<file path="config.mk">
export PLATFORM = sky130hd
export DESIGN_NAME = cif_io_strobe
export DESIGN_NICKNAME = d
export VERILOG_FILES = /design/src/include/cif_pkg.sv /design/src/logic/cif_io_strobe.sv
export SDC_FILE = /design/constraint.sdc
export NUM_CORES = 1
export LEC_CHECK = 0
export ABC_AREA = 0
export ABC_CLOCK_PERIOD_IN_PS = 5300
export BUFFER_PORTS_ARGS = -buffer_cell sky130_fd_sc_hd__buf_2
export CAP_MARGIN = 20
export CORE_ASPECT_RATIO = 0.5
export CORE_MARGIN = 2
export CORE_UTILIZATION = 40
export CTS_CLUSTER_DIAMETER = 50
export DETAILED_ROUTE_END_ITERATION = 12
export PLACE_DENSITY = 0.65
export SYNTH_ARGS = -nofsm -noshare
export SYNTH_HDL_FRONTEND = slang
export SYNTH_SLANG_ARGS = --single-unit
</file>
<file path="constraint.sdc">
create_clock -name ref_clk_i -period 5.3 [get_ports ref_clk_i]
set_clock_uncertainty 0.1 [all_clocks]
set_input_delay 0.265 -clock ref_clk_i [delete_from_list [all_inputs] [get_ports ref_clk_i]]
set_output_delay 0.265 -clock ref_clk_i [all_outputs]
set_load 0.03 [all_outputs]
</file>
<file path="src/include/cif_pkg.sv">
/*
  Constants for the camera I/O filter and strobe block: node ids, field
  codes, reset values, raw ranges and timebase steps.
  Assumes a 50 MHz core clock; raw units are 10 ns or 8 ns ticks.
*/
`default_nettype none
package cif_pkg;
  // ----------------------------------------------------------------
  // Timebase
  // ----------------------------------------------------------------
  localparam int unsigned CLK_PERIOD_NS  = 20;
  localparam int unsigned GLITCH_TICK_NS = 10;
  localparam int unsigned LOCK_TICK_NS   = 8;
  // Integration counter advances in raw units per clock
  localparam logic [18:0] GLITCH_STEP = 19'(CLK_PERIOD_NS / GLITCH_TICK_NS);
  // 8 ns counters advance in half raw units per clock (20 ns = 2.5 ticks)
  localparam logic [4:0]  HALF_STEP   = 5'(2 * CLK_PERIOD_NS / LOCK_TICK_NS);

  // ----------------------------------------------------------------
  // Node ids
  // ----------------------------------------------------------------
  localparam logic [3:0] ID_POLARITY = 4'h0;
  localparam logic [3:0] ID_LEVEL    = 4'h1;
  localparam logic [3:0] ID_USER     = 4'h2;
  localparam logic [3:0] ID_POINTER  = 4'h3;
  localparam logic [3:0] ID_ORIGIN   = 4'h4;
  localparam logic [3:0] ID_MODE     = 4'h5;
  localparam logic [3:0] ID_INTEG    = 4'h6;
  localparam logic [3:0] ID_LOCKOUT  = 4'h7;
  localparam logic [3:0] ID_TIMER    = 4'h8;
  localparam logic [3:0] ID_DELAY    = 4'h9;
  localparam logic [3:0] ID_LENGTH   = 4'hA;
  localparam logic [3:0] ID_START    = 4'hB;

  // ----------------------------------------------------------------
  // Field codes and reset values
  // ----------------------------------------------------------------
  localparam logic [2:0] SRC_OFF    = 3'h0;
  localparam logic [2:0] SRC_USER   = 3'h1;
  localparam logic [2:0] SRC_STROBE = 3'h2;
  localparam logic [2:0] SRC_ACQ    = 3'h3;
  localparam logic [2:0] SRC_TWAIT  = 3'h4;
  localparam logic [2:0] SRC_FRAME  = 3'h5;
  localparam logic [2:0] SRC_XFER   = 3'h6;
  localparam logic [2:0] SRC_EXPO   = 3'h7;
  localparam logic [1:0] START_OFF   = 2'h0;
  localparam logic [1:0] START_LINE0 = 2'h1;
  localparam logic [1:0] START_FTRIG = 2'h2;
  localparam logic [1:0] START_EXPO  = 2'h3;
  localparam logic [2:0] LINE_ZERO  = 3'h0;
  localparam logic [2:0] LINE_TWO   = 3'h2;
  localparam logic [2:0] LINE_THREE = 3'h3;
  localparam logic [2:0] LINE_FOUR  = 3'h4;
  localparam logic [4:0]  MODE_FIXED  = 5'h18;
  localparam logic [31:0] TIMER_NAME  = 32'h0;
  localparam logic [4:0]  POL_RST     = 5'h00;
  localparam logic [17:0] GLITCH_MIN  = 18'h00009;
  localparam logic [17:0] GLITCH_MAX  = 18'h30D40;
  localparam logic [17:0] LOCK_MIN    = 18'h000F9;
  localparam logic [17:0] LOCK_MAX    = 18'h3D08F;
  localparam logic [27:0] STROBE_MAX  = 28'hEE6B280;
  localparam logic [27:0] STROBE_RST  = 28'h0000000;

  function automatic logic [31:0] clamp(input logic [31:0] v, input logic [31:0] lo,
                                        input logic [31:0] hi);
    clamp = (v < lo) ? lo : ((v > hi) ? hi : v);
  endfunction : clamp
endpackage : cif_pkg
`default_nettype wire

</file>
<file path="src/logic/cif_io_strobe.sv">
/*
  Camera digital I/O: line polarity, level readback, output source
  selection for lines 3 and 4, trigger integration and lockout filters,
  and the strobe pulse timer.
  Assumes all inputs synchronous to ref_clk_i; camera state signals and
  the trigger delay come from the acquisition logic outside.
*/
// Summary of operation
// - Five-bit polarity mask, one bit per line, set inverts, resets to zero.
// - Read-only level word: bit n is line n, one means high; input bits are inverted when their polarity bit is set.
// - User output word bits three and four drive lines three and four.
// - Line pointer selects line zero, one, three or four, never two.
// - Output sources: off, user, strobe, acquisition, trigger wait, frame, transfer, exposure.
// - User source drives the line with its user output word bit.
// - Acquisition source is high while acquisition is started.
// - Trigger wait source is high while a new trigger can be accepted.
// - Frame source is high from exposure start until readout completes.
// - Transfer source is high while image data moves on the host bus.
// - Exposure source is high from exposure start to exposure end.
// - Lines zero and one are inputs only, three and four outputs only.
// - Trigger input is integrated; raw/100 us, range 9 to 200000, reset 9.
// - Edges during lockout wait until it ends; raw/125 us, range 249 to 249999, reset 249.
// - Strobe delay and length in raw/125 us, 0 to 250000000, reset 0.
// - Strobe start: off, line zero active, frame trigger, or exposure start.
// - Line zero start needs hardware mode and fires on rejected triggers.
// - Strobe starts after trigger delay plus timer delay.
// - Timer selector is read-only and names the single timer.
// - Trigger delay counts for hardware and software triggers, raw/125 us.
`timescale 1ns/1ns
`default_nettype none
module cif_io_strobe
  import cif_pkg::*;
(
  input  wire logic        ref_clk_i,
  input  wire logic        reset_n_i,
  input  wire logic [4:0]  line_in_i,
  input  wire logic        capture_running_flag_i,
  input  wire logic        trigger_accept_ready_i,
  input  wire logic        exposure_to_readout_window_i,
  input  wire logic        image_transfer_window_i,
  input  wire logic        exposure_window_i,
  input  wire logic        start_of_frame_request_i,
  input  wire logic        shutter_open_event_i,
  input  wire logic        rejected_trigger_fault_i,
  input  wire logic        hw_trigger_mode_i,
  input  wire logic [27:0] pre_exposure_wait_i,
  input  wire logic        node_wr_i,
  input  wire logic        node_rd_i,
  input  wire logic [3:0]  node_id_i,
  input  wire logic [31:0] node_wdata_i,
  output logic [31:0]      node_rdata_o,
  output logic             node_rvalid_o,
  output logic             line3_o,
  output logic             line4_o,
  output logic             trig_filtered_o
);

  // ----------------------------------------------------------------
  // State
  // ----------------------------------------------------------------
  typedef enum logic [1:0] {ST_IDLE, ST_WAIT, ST_PULSE} cif_strobe_e;

  typedef struct packed {
    logic [4:0]  pol;
    logic [1:0]  user;
    logic [2:0]  ptr;
    logic [2:0]  src3;
    logic [2:0]  src4;
    logic [17:0] glitch_raw;
    logic [17:0] lock_raw;
    logic [27:0] dly_raw;
    logic [27:0] len_raw;
    logic [1:0]  start_sel;
    logic [18:0] g_cnt;
    logic        g_lvl;
    logic        filt;
    logic        locked;
    logic [19:0] l_cnt;
    cif_strobe_e st;
    logic [30:0] s_cnt;
    logic        strobe;
    logic        line3;
    logic        line4;
    logic [31:0] rdata;
    logic        rvalid;
  } cif_state_s;

  cif_state_s s;
  cif_state_s next_s;

  logic        trig_in;
  logic        mism;
  logic        start_evt;
  logic [4:0]  level_word;
  logic [30:0] dly_target;
  logic [28:0] dly_sum;
  logic [18:0] g_sum;
  logic [19:0] l_sum;
  logic [30:0] s_sum;

  function automatic logic pick(input logic [2:0] sel, input logic usr, input logic stb);
    case (sel)
      SRC_USER:   pick = usr;
      SRC_STROBE: pick = stb;
      SRC_ACQ:    pick = capture_running_flag_i;
      SRC_TWAIT:  pick = trigger_accept_ready_i;
      SRC_FRAME:  pick = exposure_to_readout_window_i;
      SRC_XFER:   pick = image_transfer_window_i;
      SRC_EXPO:   pick = exposure_window_i;
      default:    pick = 1'b0;
    endcase
  endfunction : pick

  // ----------------------------------------------------------------
  // Next state
  // ----------------------------------------------------------------
  always_comb begin
    next_s     = s;
    trig_in    = line_in_i[0] ^ s.pol[0];
    mism       = trig_in != s.g_lvl;
    level_word = {s.line4, s.line3, line_in_i[2:0] ^ s.pol[2:0]};
    g_sum      = s.g_cnt + GLITCH_STEP;
    l_sum      = s.l_cnt + 20'(HALF_STEP);
    s_sum      = s.s_cnt + 31'(HALF_STEP);
    // Both delays share the 8 ns raw unit, so they add before doubling
    dly_sum    = {1'b0, pre_exposure_wait_i} + {1'b0, s.dly_raw};
    dly_target = {1'b0, dly_sum, 1'b0};

    // Integration: level moves only after a mismatch lasts the full time
    if (!mism) begin
      next_s.g_cnt = '0;
    end else if (g_sum >= {1'b0, s.glitch_raw}) begin
      next_s.g_lvl = trig_in;
      next_s.g_cnt = '0;
    end else begin
      next_s.g_cnt = g_sum;
    end

    // Lockout: first edge passes, later ones wait out the window
    start_evt = 1'b0;
    if (s.locked) begin
      if (l_sum >= {1'b0, s.lock_raw, 1'b0}) begin
        next_s.locked = 1'b0;
        next_s.l_cnt  = '0;
      end else begin
        next_s.l_cnt = l_sum;
      end
    end else if (s.g_lvl != s.filt) begin
      next_s.filt   = s.g_lvl;
      next_s.locked = 1'b1;
      next_s.l_cnt  = '0;
    end

    // Strobe start event; line zero fires even if the trigger is rejected
    case (s.start_sel)
      START_LINE0: start_evt = hw_trigger_mode_i && !s.locked && s.g_lvl && !s.filt;
      START_FTRIG: start_evt = start_of_frame_request_i && !rejected_trigger_fault_i;
      START_EXPO:  start_evt = shutter_open_event_i;
      default:     start_evt = 1'b0;
    endcase

    // Retriggers while a pulse is pending or active are dropped
    case (s.st)
      ST_IDLE: begin
        if (start_evt) begin
          next_s.st    = ST_WAIT;
          next_s.s_cnt = '0;
        end
      end
      ST_WAIT: begin
        if (s.s_cnt >= dly_target) begin
          next_s.st    = (s.len_raw == STROBE_RST) ? ST_IDLE : ST_PULSE;
          next_s.s_cnt = '0;
        end else begin
          next_s.s_cnt = s_sum;
        end
      end
      ST_PULSE: begin
        if (s_sum >= {2'b00, s.len_raw, 1'b0}) begin
          next_s.st    = ST_IDLE;
          next_s.s_cnt = '0;
        end else begin
          next_s.s_cnt = s_sum;
        end
      end
      default: next_s.st = ST_IDLE;
    endcase
    next_s.strobe = next_s.st == ST_PULSE;

    // Output lines carry the chosen source, inverted when their polarity bit is set
    next_s.line3 = pick(s.src3, s.user[0], s.strobe) ^ s.pol[3];
    next_s.line4 = pick(s.src4, s.user[1], s.strobe) ^ s.pol[4];

    // Node reads
    next_s.rvalid = node_rd_i;
    if (node_rd_i) begin
      case (node_id_i)
        ID_POLARITY: next_s.rdata = {27'h0, s.pol};
        ID_LEVEL:    next_s.rdata = {27'h0, level_word};
        ID_USER:     next_s.rdata = {27'h0, s.user, 3'h0};
        ID_POINTER:  next_s.rdata = {29'h0, s.ptr};
        ID_ORIGIN:   next_s.rdata = {29'h0, (s.ptr == LINE_THREE) ? s.src3 :
                                            (s.ptr == LINE_FOUR) ? s.src4 : SRC_OFF};
        ID_MODE:     next_s.rdata = {27'h0, MODE_FIXED};
        ID_INTEG:    next_s.rdata = {14'h0, s.glitch_raw};
        ID_LOCKOUT:  next_s.rdata = {14'h0, s.lock_raw};
        ID_TIMER:    next_s.rdata = TIMER_NAME;
        ID_DELAY:    next_s.rdata = {4'h0, s.dly_raw};
        ID_LENGTH:   next_s.rdata = {4'h0, s.len_raw};
        ID_START:    next_s.rdata = {30'h0, s.start_sel};
        default:     next_s.rdata = 32'h0;
      endcase
    end

    // Node writes; out-of-range times are clamped to their limits
    if (node_wr_i) begin
      case (node_id_i)
        ID_POLARITY: next_s.pol  = node_wdata_i[4:0];
        ID_USER:     next_s.user = node_wdata_i[4:3];
        ID_POINTER: begin
          if (node_wdata_i[31:3] == 29'h0 && node_wdata_i[2:0] != LINE_TWO &&
              node_wdata_i[2:0] <= LINE_FOUR) begin
            next_s.ptr = node_wdata_i[2:0];
          end
        end
        ID_ORIGIN: begin
          // Input-only lines take no source
          if (s.ptr == LINE_THREE) begin
            next_s.src3 = node_wdata_i[2:0];
          end else if (s.ptr == LINE_FOUR) begin
            next_s.src4 = node_wdata_i[2:0];
          end
        end
        ID_INTEG:   next_s.glitch_raw = 18'(clamp(node_wdata_i, 32'(GLITCH_MIN), 32'(GLITCH_MAX)));
        ID_LOCKOUT: next_s.lock_raw   = 18'(clamp(node_wdata_i, 32'(LOCK_MIN), 32'(LOCK_MAX)));
        ID_DELAY:   next_s.dly_raw    = 28'(clamp(node_wdata_i, 32'(STROBE_RST), 32'(STROBE_MAX)));
        ID_LENGTH:  next_s.len_raw    = 28'(clamp(node_wdata_i, 32'(STROBE_RST), 32'(STROBE_MAX)));
        ID_START:   next_s.start_sel  = node_wdata_i[1:0];
        default:    next_s.pol        = s.pol;
      endcase
    end
  end

  // ----------------------------------------------------------------
  // Registers
  // ----------------------------------------------------------------
  always_ff @(posedge ref_clk_i or negedge reset_n_i) begin
    if (!reset_n_i) begin
      s            <= '0;
      s.pol        <= POL_RST;
      s.glitch_raw <= GLITCH_MIN;
      s.lock_raw   <= LOCK_MIN;
      s.dly_raw    <= STROBE_RST;
      s.len_raw    <= STROBE_RST;
    end else begin
      s <= next_s;
    end
  end

  assign node_rdata_o    = s.rdata;
  assign node_rvalid_o   = s.rvalid;
  assign line3_o         = s.line3;
  assign line4_o         = s.line4;
  assign trig_filtered_o = s.filt;
endmodule : cif_io_strobe
`default_nettype wire

</file>
======== Word level (Yosys, flattened, before mapping) ========
Cells that the tools add are included.
storage, ports and cells
  logic and storage cells ................. 133
  output and inout port bits .............. 36
  input port bits ......................... 82
  flip-flop bits (word level) ............. 221
operators by class
  reductions and logical operators ........ 28
  bitwise logic cells ..................... 6
  add/sub/neg operators ................... 4
  mux-type cells .......................... 26
  $lt $le $gt $ge ......................... 11
  eq/ne operators ......................... 36
operators with widths
  operator                                                     count
  case mux 28 bit (11 select lines)                            1
  case mux 31 bit (3 select lines)                             1
  2-to-1 mux 18 bit                                            4
  > comparator 32 x 18 -> 1 bit, second input constant         2
  2-to-1 mux 31 bit                                            2
  2-to-1 mux 28 bit                                            2
  2-to-1 mux 21 bit                                            2
  2-to-1 mux 19 bit                                            2
  2-to-1 mux 33 bit                                            1
  > comparator 32 x 28 -> 1 bit, second input constant         1
  less-than comparator 32 x 1 -> 1 bit, second input constant  1
  less-than comparator 32 x 4 -> 1 bit, second input constant  1
  less-than comparator 32 x 8 -> 1 bit, second input constant  1
  adder 31 x 3 -> 31 bit, second input constant                1
  >= comparator 31 x 29 -> 1 bit                               1
  >= comparator 31 x 30 -> 1 bit                               1
  adder 28 x 28 -> 29 bit                                      1
  zero test 29 bit                                             1
  zero test 28 bit                                             1
  == test 3 bit, second input constant                         9
  adder 20 x 3 -> 20 bit, second input constant                1
  >= comparator 20 x 19 -> 1 bit                               1
  2-to-1 mux 20 bit                                            1
  AND reduction 2 bit                                          10
  31 further kinds                                             62

======== Longest topological paths before layout ========
  word-level depth ........................ 8
  mapped depth ............................ 21
  gate-level depth less buffers ........... 20

======== Worst setup path before layout ========
Ideal clock, no wire load.
  path type ............................... register to register
  start ................................... register s[149] (netlist name)
  end ..................................... register s[58] (netlist name)
  library setup time ...................... 0.121 ns
  arrival time ............................ 4.230 ns
  path buffers ............................ 1
  path slack .............................. 0.849 ns
  period minus slack after synthesis ...... 4.451 ns
  required time ........................... 5.079 ns
  cell stages (with the launch flop) ...... 19
  path through ............................ dfrtp_1 ha_1 and3_1 and3_1 a211o_1 a221oi_1 nor3b_1 a311o_1 a21oi_1 xor2_1 ha_1 nand4_1 or4_1 o2bb2ai_1 a211oi_1 a41oi_4 buf_2 o21ai_0 a22o_1
on the way
  longest elaborated chain between the ends .. 4
RTL lines
  what                              RTL line              text
  from (decl)                       cif_io_strobe.sv:88   cif_state_s s;
  from (signal assigned)            cif_io_strobe.sv:256  s <= next_s;
  adder 28 x 28 -> 29 bit           cif_io_strobe.sv:126  dly_sum = {1'b0, pre_exposure_wait_i} + {1'b0, s.dly_raw};
  >= comparator 31 x 30 -> 1 bit    cif_io_strobe.sv:171  if (s.s_cnt >= dly_target) begin
  2-to-1 mux 31 bit                 cif_io_strobe.sv:171
  case mux 31 bit (3 select lines)  cif_io_strobe.sv:163  case (s.st)
No other way between the ends.
A chain may end at the register's enable or synchronous reset.

======== Worst setup path after layout ========
  start ................................... register s[148] (netlist name)
  end ..................................... register s[58] (netlist name)
Same word-level chain as after synthesis.

==> flow_metrics.tcl <==
set metrics [dict create \
    dieArea_um2 38000 \
    setup_viol 0 \
    die_w_um 273.7 \
    avgSynthCellArea_um2 8.973 \
    cp_cell_sequence "ha_1 > and3_1 > and3_1 > a211o_1 > a221oi_2 > nor3b_1 > a311o_1 > a21oi_1 > xor2_1 > ha_1 > nand4_1 > or4_1 > o2bb2ai_1 > a211oi_1 > a41oi_4 > buf_4 > o21ai_0 > a22o_1" \
    ys_types 81 \
    io_buffers 111 \
    fillerInstances 3472 \
    dpl.hpwl_mm 30.82 \
    fin_nets 1920 \
    min_path_cells 3 \
    place_ws_ns 0.2144 \
    cts_tree "yes" \
    synth_ff_type "dfrtp_1" \
    syn_area_um2 14550 \
    num_vias 12520 \
    multi_input_area_um2 8175 \
    hold_path.startpoint "node_wdata_i[5]" \
    hold_viol 0 \
    dp.cells 2143 \
    finalSetupTns_ns 0 \
    timing.final.crit_share_pct 94.59 \
    drc 0 \
    slew_violations 0 \
    pwr_density_cell_nw_per_um2 325.4 \
    path_class "reg2reg" \
    drt-initial-drc-count 1195 \
    crit_fanout 15 \
    routed_wl_mm 41.36 \
    grt_max_degree 122 \
    cts.sinks 216 \
    initial_core_util_pct 40.55 \
    clk_pin_slew_ns 0.06 \
    drt-wirelength-per-cell_um 18.70 \
    area_growth_pct 13.37 \
    slew_headroom_pct 27.93 \
    cp_top_family "compound AO/OA/AOI/OAI gates" \
    crit_buf_inv 1 \
    critPathMaxStageDelay_ns 0.43 \
    final_cells 2212 \
    hold_class "in2reg" \
    ys_async_sr_fraction_pct 100.0 \
    clockBufferDepth 3 \
    slowest_stage "or4_1" \
    h-tree-depth 1 \
    fin_crit_ns 5.013 \
    cts-root-buf "clkbuf_16" \
    outcome "completed" \
    gp_congestion 0.9111 \
    cp-end-kind "flop" \
    synth_seq_cells 216 \
    cp.required_ns 5.63 \
    worstMarginPinSlew_ns 1.081 \
    utilization_pct 45.98 \
    hold_end "s[174]$_DFFE_PN1P_" \
    leakage_nw 7.900 \
    die_h_um 138.8 \
    num_io_pins 118 \
    timing.rr.start "s[148]$_DFFE_PN0P_" \
    timing.final.ws_setup_ns 0.2870 \
    track_usage_pct 21.86 \
    fin_hold_ws_ns 0.01263 \
    drv_cap 0 \
    regArea_um2 5415 \
    cts_buffers 26 \
    finalPower_mw 5.365 \
    core_um2 35870 \
    seq_area_frac_synth_pct 37.23 \
    layout-drive-gt1-share_pct 14.53 \
    r2r_end "s[58]$_DFFE_PN0P_" \
    antenna_found_initial 1 \
    ir_drop_mv 0.2441 \
    antenna_left 0 \
    worst_ep_arrival_time_ns 5.34 \
    grt_overflow 0 \
    r2r_cells 18 \
    finalInstanceArea_um2 16490 \
    row_count 49 \
    rsz0062_at_grt "false" \
    start_kind "flop" \
    via_per_inst 5.659 \
    drt_pass1_iterations 6 \
    reg2reg_setup_slack_ns 0.29 \
    synth_cells 1621 \
    insertion_delay_ns 0.55 \
    grt_pass1_wl_mm 66.34 \
    synth_edf_count 0 \
    yosysWarnings 0 \
    max_freq_mhz 199.5 \
    place_area_um2 15390 \
    grt_pass1_vias 12140 \
]
[routing by layer]
| metal | vias to the layer above | wire, µm | track usage (%) |
|---|---|---|---|
| met1 | 6063 | 18750 | 30.84 |
| met2 | 390 | 18920 | 34.78 |
| li1 | 5985 | - | - |
| met5 | - | 0 | 0 |
| met4 | 0 | 1173 | 6.068 |
| met3 | 80 | 2518 | 3.428 |
[worst reg2reg max path, delay by kind of cell (launching register included)]
| family | cells | cell delay, ns |
|---|---|---|
| compound gates | 9 | 2.29 |
| xor+xnor | 1 | 0.10 |
| fa+ha+maj | 2 | 0.66 |
| buf+inv | 1 | 0.26 |
| flops | 1 | 0.42 |
| simple gates | 5 | 1.06 |
[what timing repair did]
| item | in CTS | in global routing |
|---|---|---|
| endpoints found under the hold margin | 136 | 0 |
| resized for setup | 0 | 3 |
| setup endpoints to repair | 0 | 30 |
| hold buffers | 22 | 0 |
| buffers inserted | 0 | 0 |
[cell families after synthesis]
| logic type | share of synthesized area [%] |
|---|---|
| DFF | 37.23 |
| muxes | 2.004 |
| adders and majority gates | 11.15 |
| AOI/OAI and AO/OA | 20.03 |
| other | 0.02578 |
| buffers and inverters | 6.821 |
| and+or+nand+nor | 17.38 |
| xor gates and xnor gates | 5.359 |
[synth_stat cells, types with 40 or more instances]
| master | number | area [µm²] |
|---|---|---|
| xnor2_1 | 53 | 464.2 |
| o22ai_1 | 40 | 250.2 |
| inv_1 | 135 | 506.7 |
| nand3_1 | 45 | 225.2 |
| nor2b_1 | 47 | 294.0 |
| dfrtp_1 | 208 | 5205 |
| ha_1 | 128 | 1602 |
| a21oi_1 | 76 | 380.4 |
| clkbuf_1 | 47 | 176.4 |
| o21ai_0 | 84 | 420.4 |
| nand2_1 | 138 | 518.0 |
| nor2_1 | 120 | 450.4 |
[worst max path at each step]
| stage | start | endpoint | slack, ns | cells past startpoint |
|---|---|---|---|---|
| global route | s[141]$_DFFE_PN0P_ | s[58]$_DFFE_PN0P_ | 0.07 | 20 |
| detailed placement | s[141]$_DFFE_PN0P_ | s[58]$_DFFE_PN0P_ | 0.21 | 20 |
| floorplan | s[149]$_DFFE_PN0P_ | s[58]$_DFFE_PN0P_ | 0.85 | 18 |
| finish | s[148]$_DFFE_PN0P_ | s[58]$_DFFE_PN0P_ | 0.29 | 18 |
| CTS | s[141]$_DFFE_PN0P_ | s[58]$_DFFE_PN0P_ | 0.18 | 20 |
| global placement | s[141]$_DFFE_PN0P_ | s[58]$_DFFE_PN0P_ | 0.25 | 20 |
[report_power, final]
part,internal [mW],switching [mW]
logic,0.583,0.902
clock network,1.05,0.755
registers,1.85,0.221
[cell type report]
class,instances,share of cell area [%]
Timing Repair Buffer,149,5.569
Clock inverter,15,0.9788
Multi-Input combinational cell,1180,49.58
Sequential cell,216,32.84
Inverter,136,3.096
Tap cell,484,3.673
Clock buffer,31,4.249
Antenna cell,1,0.01518
[sequential cells by signal, summed over array words and instances (netlist names)]
signal / cells
line4_o: 1
s: 184
node_rdata_o: 28
node_rvalid_o: 1
line3_o: 1
trig_filtered_o: 1
[cell usage in the layout, fill, tap and decap left out, types with 32 or more instances in the layout]
| cell | n |
|---|---|
| nor2_1 | 119 |
| nand2_1 | 138 |
| inv_1 | 135 |
| a21oi_1 | 75 |
| nand4_1 | 32 |
| o21ai_0 | 83 |
| dfrtp_1 | 208 |
| o22ai_1 | 40 |
| xor2_1 | 36 |
| a22o_1 | 33 |
| buf_2 | 110 |
| nand3_1 | 45 |
| xnor2_1 | 53 |
| a21o_1 | 32 |
| ha_1 | 128 |
| nor2b_1 | 47 |
No activity file was read; power rests on OpenSTA's default activity.
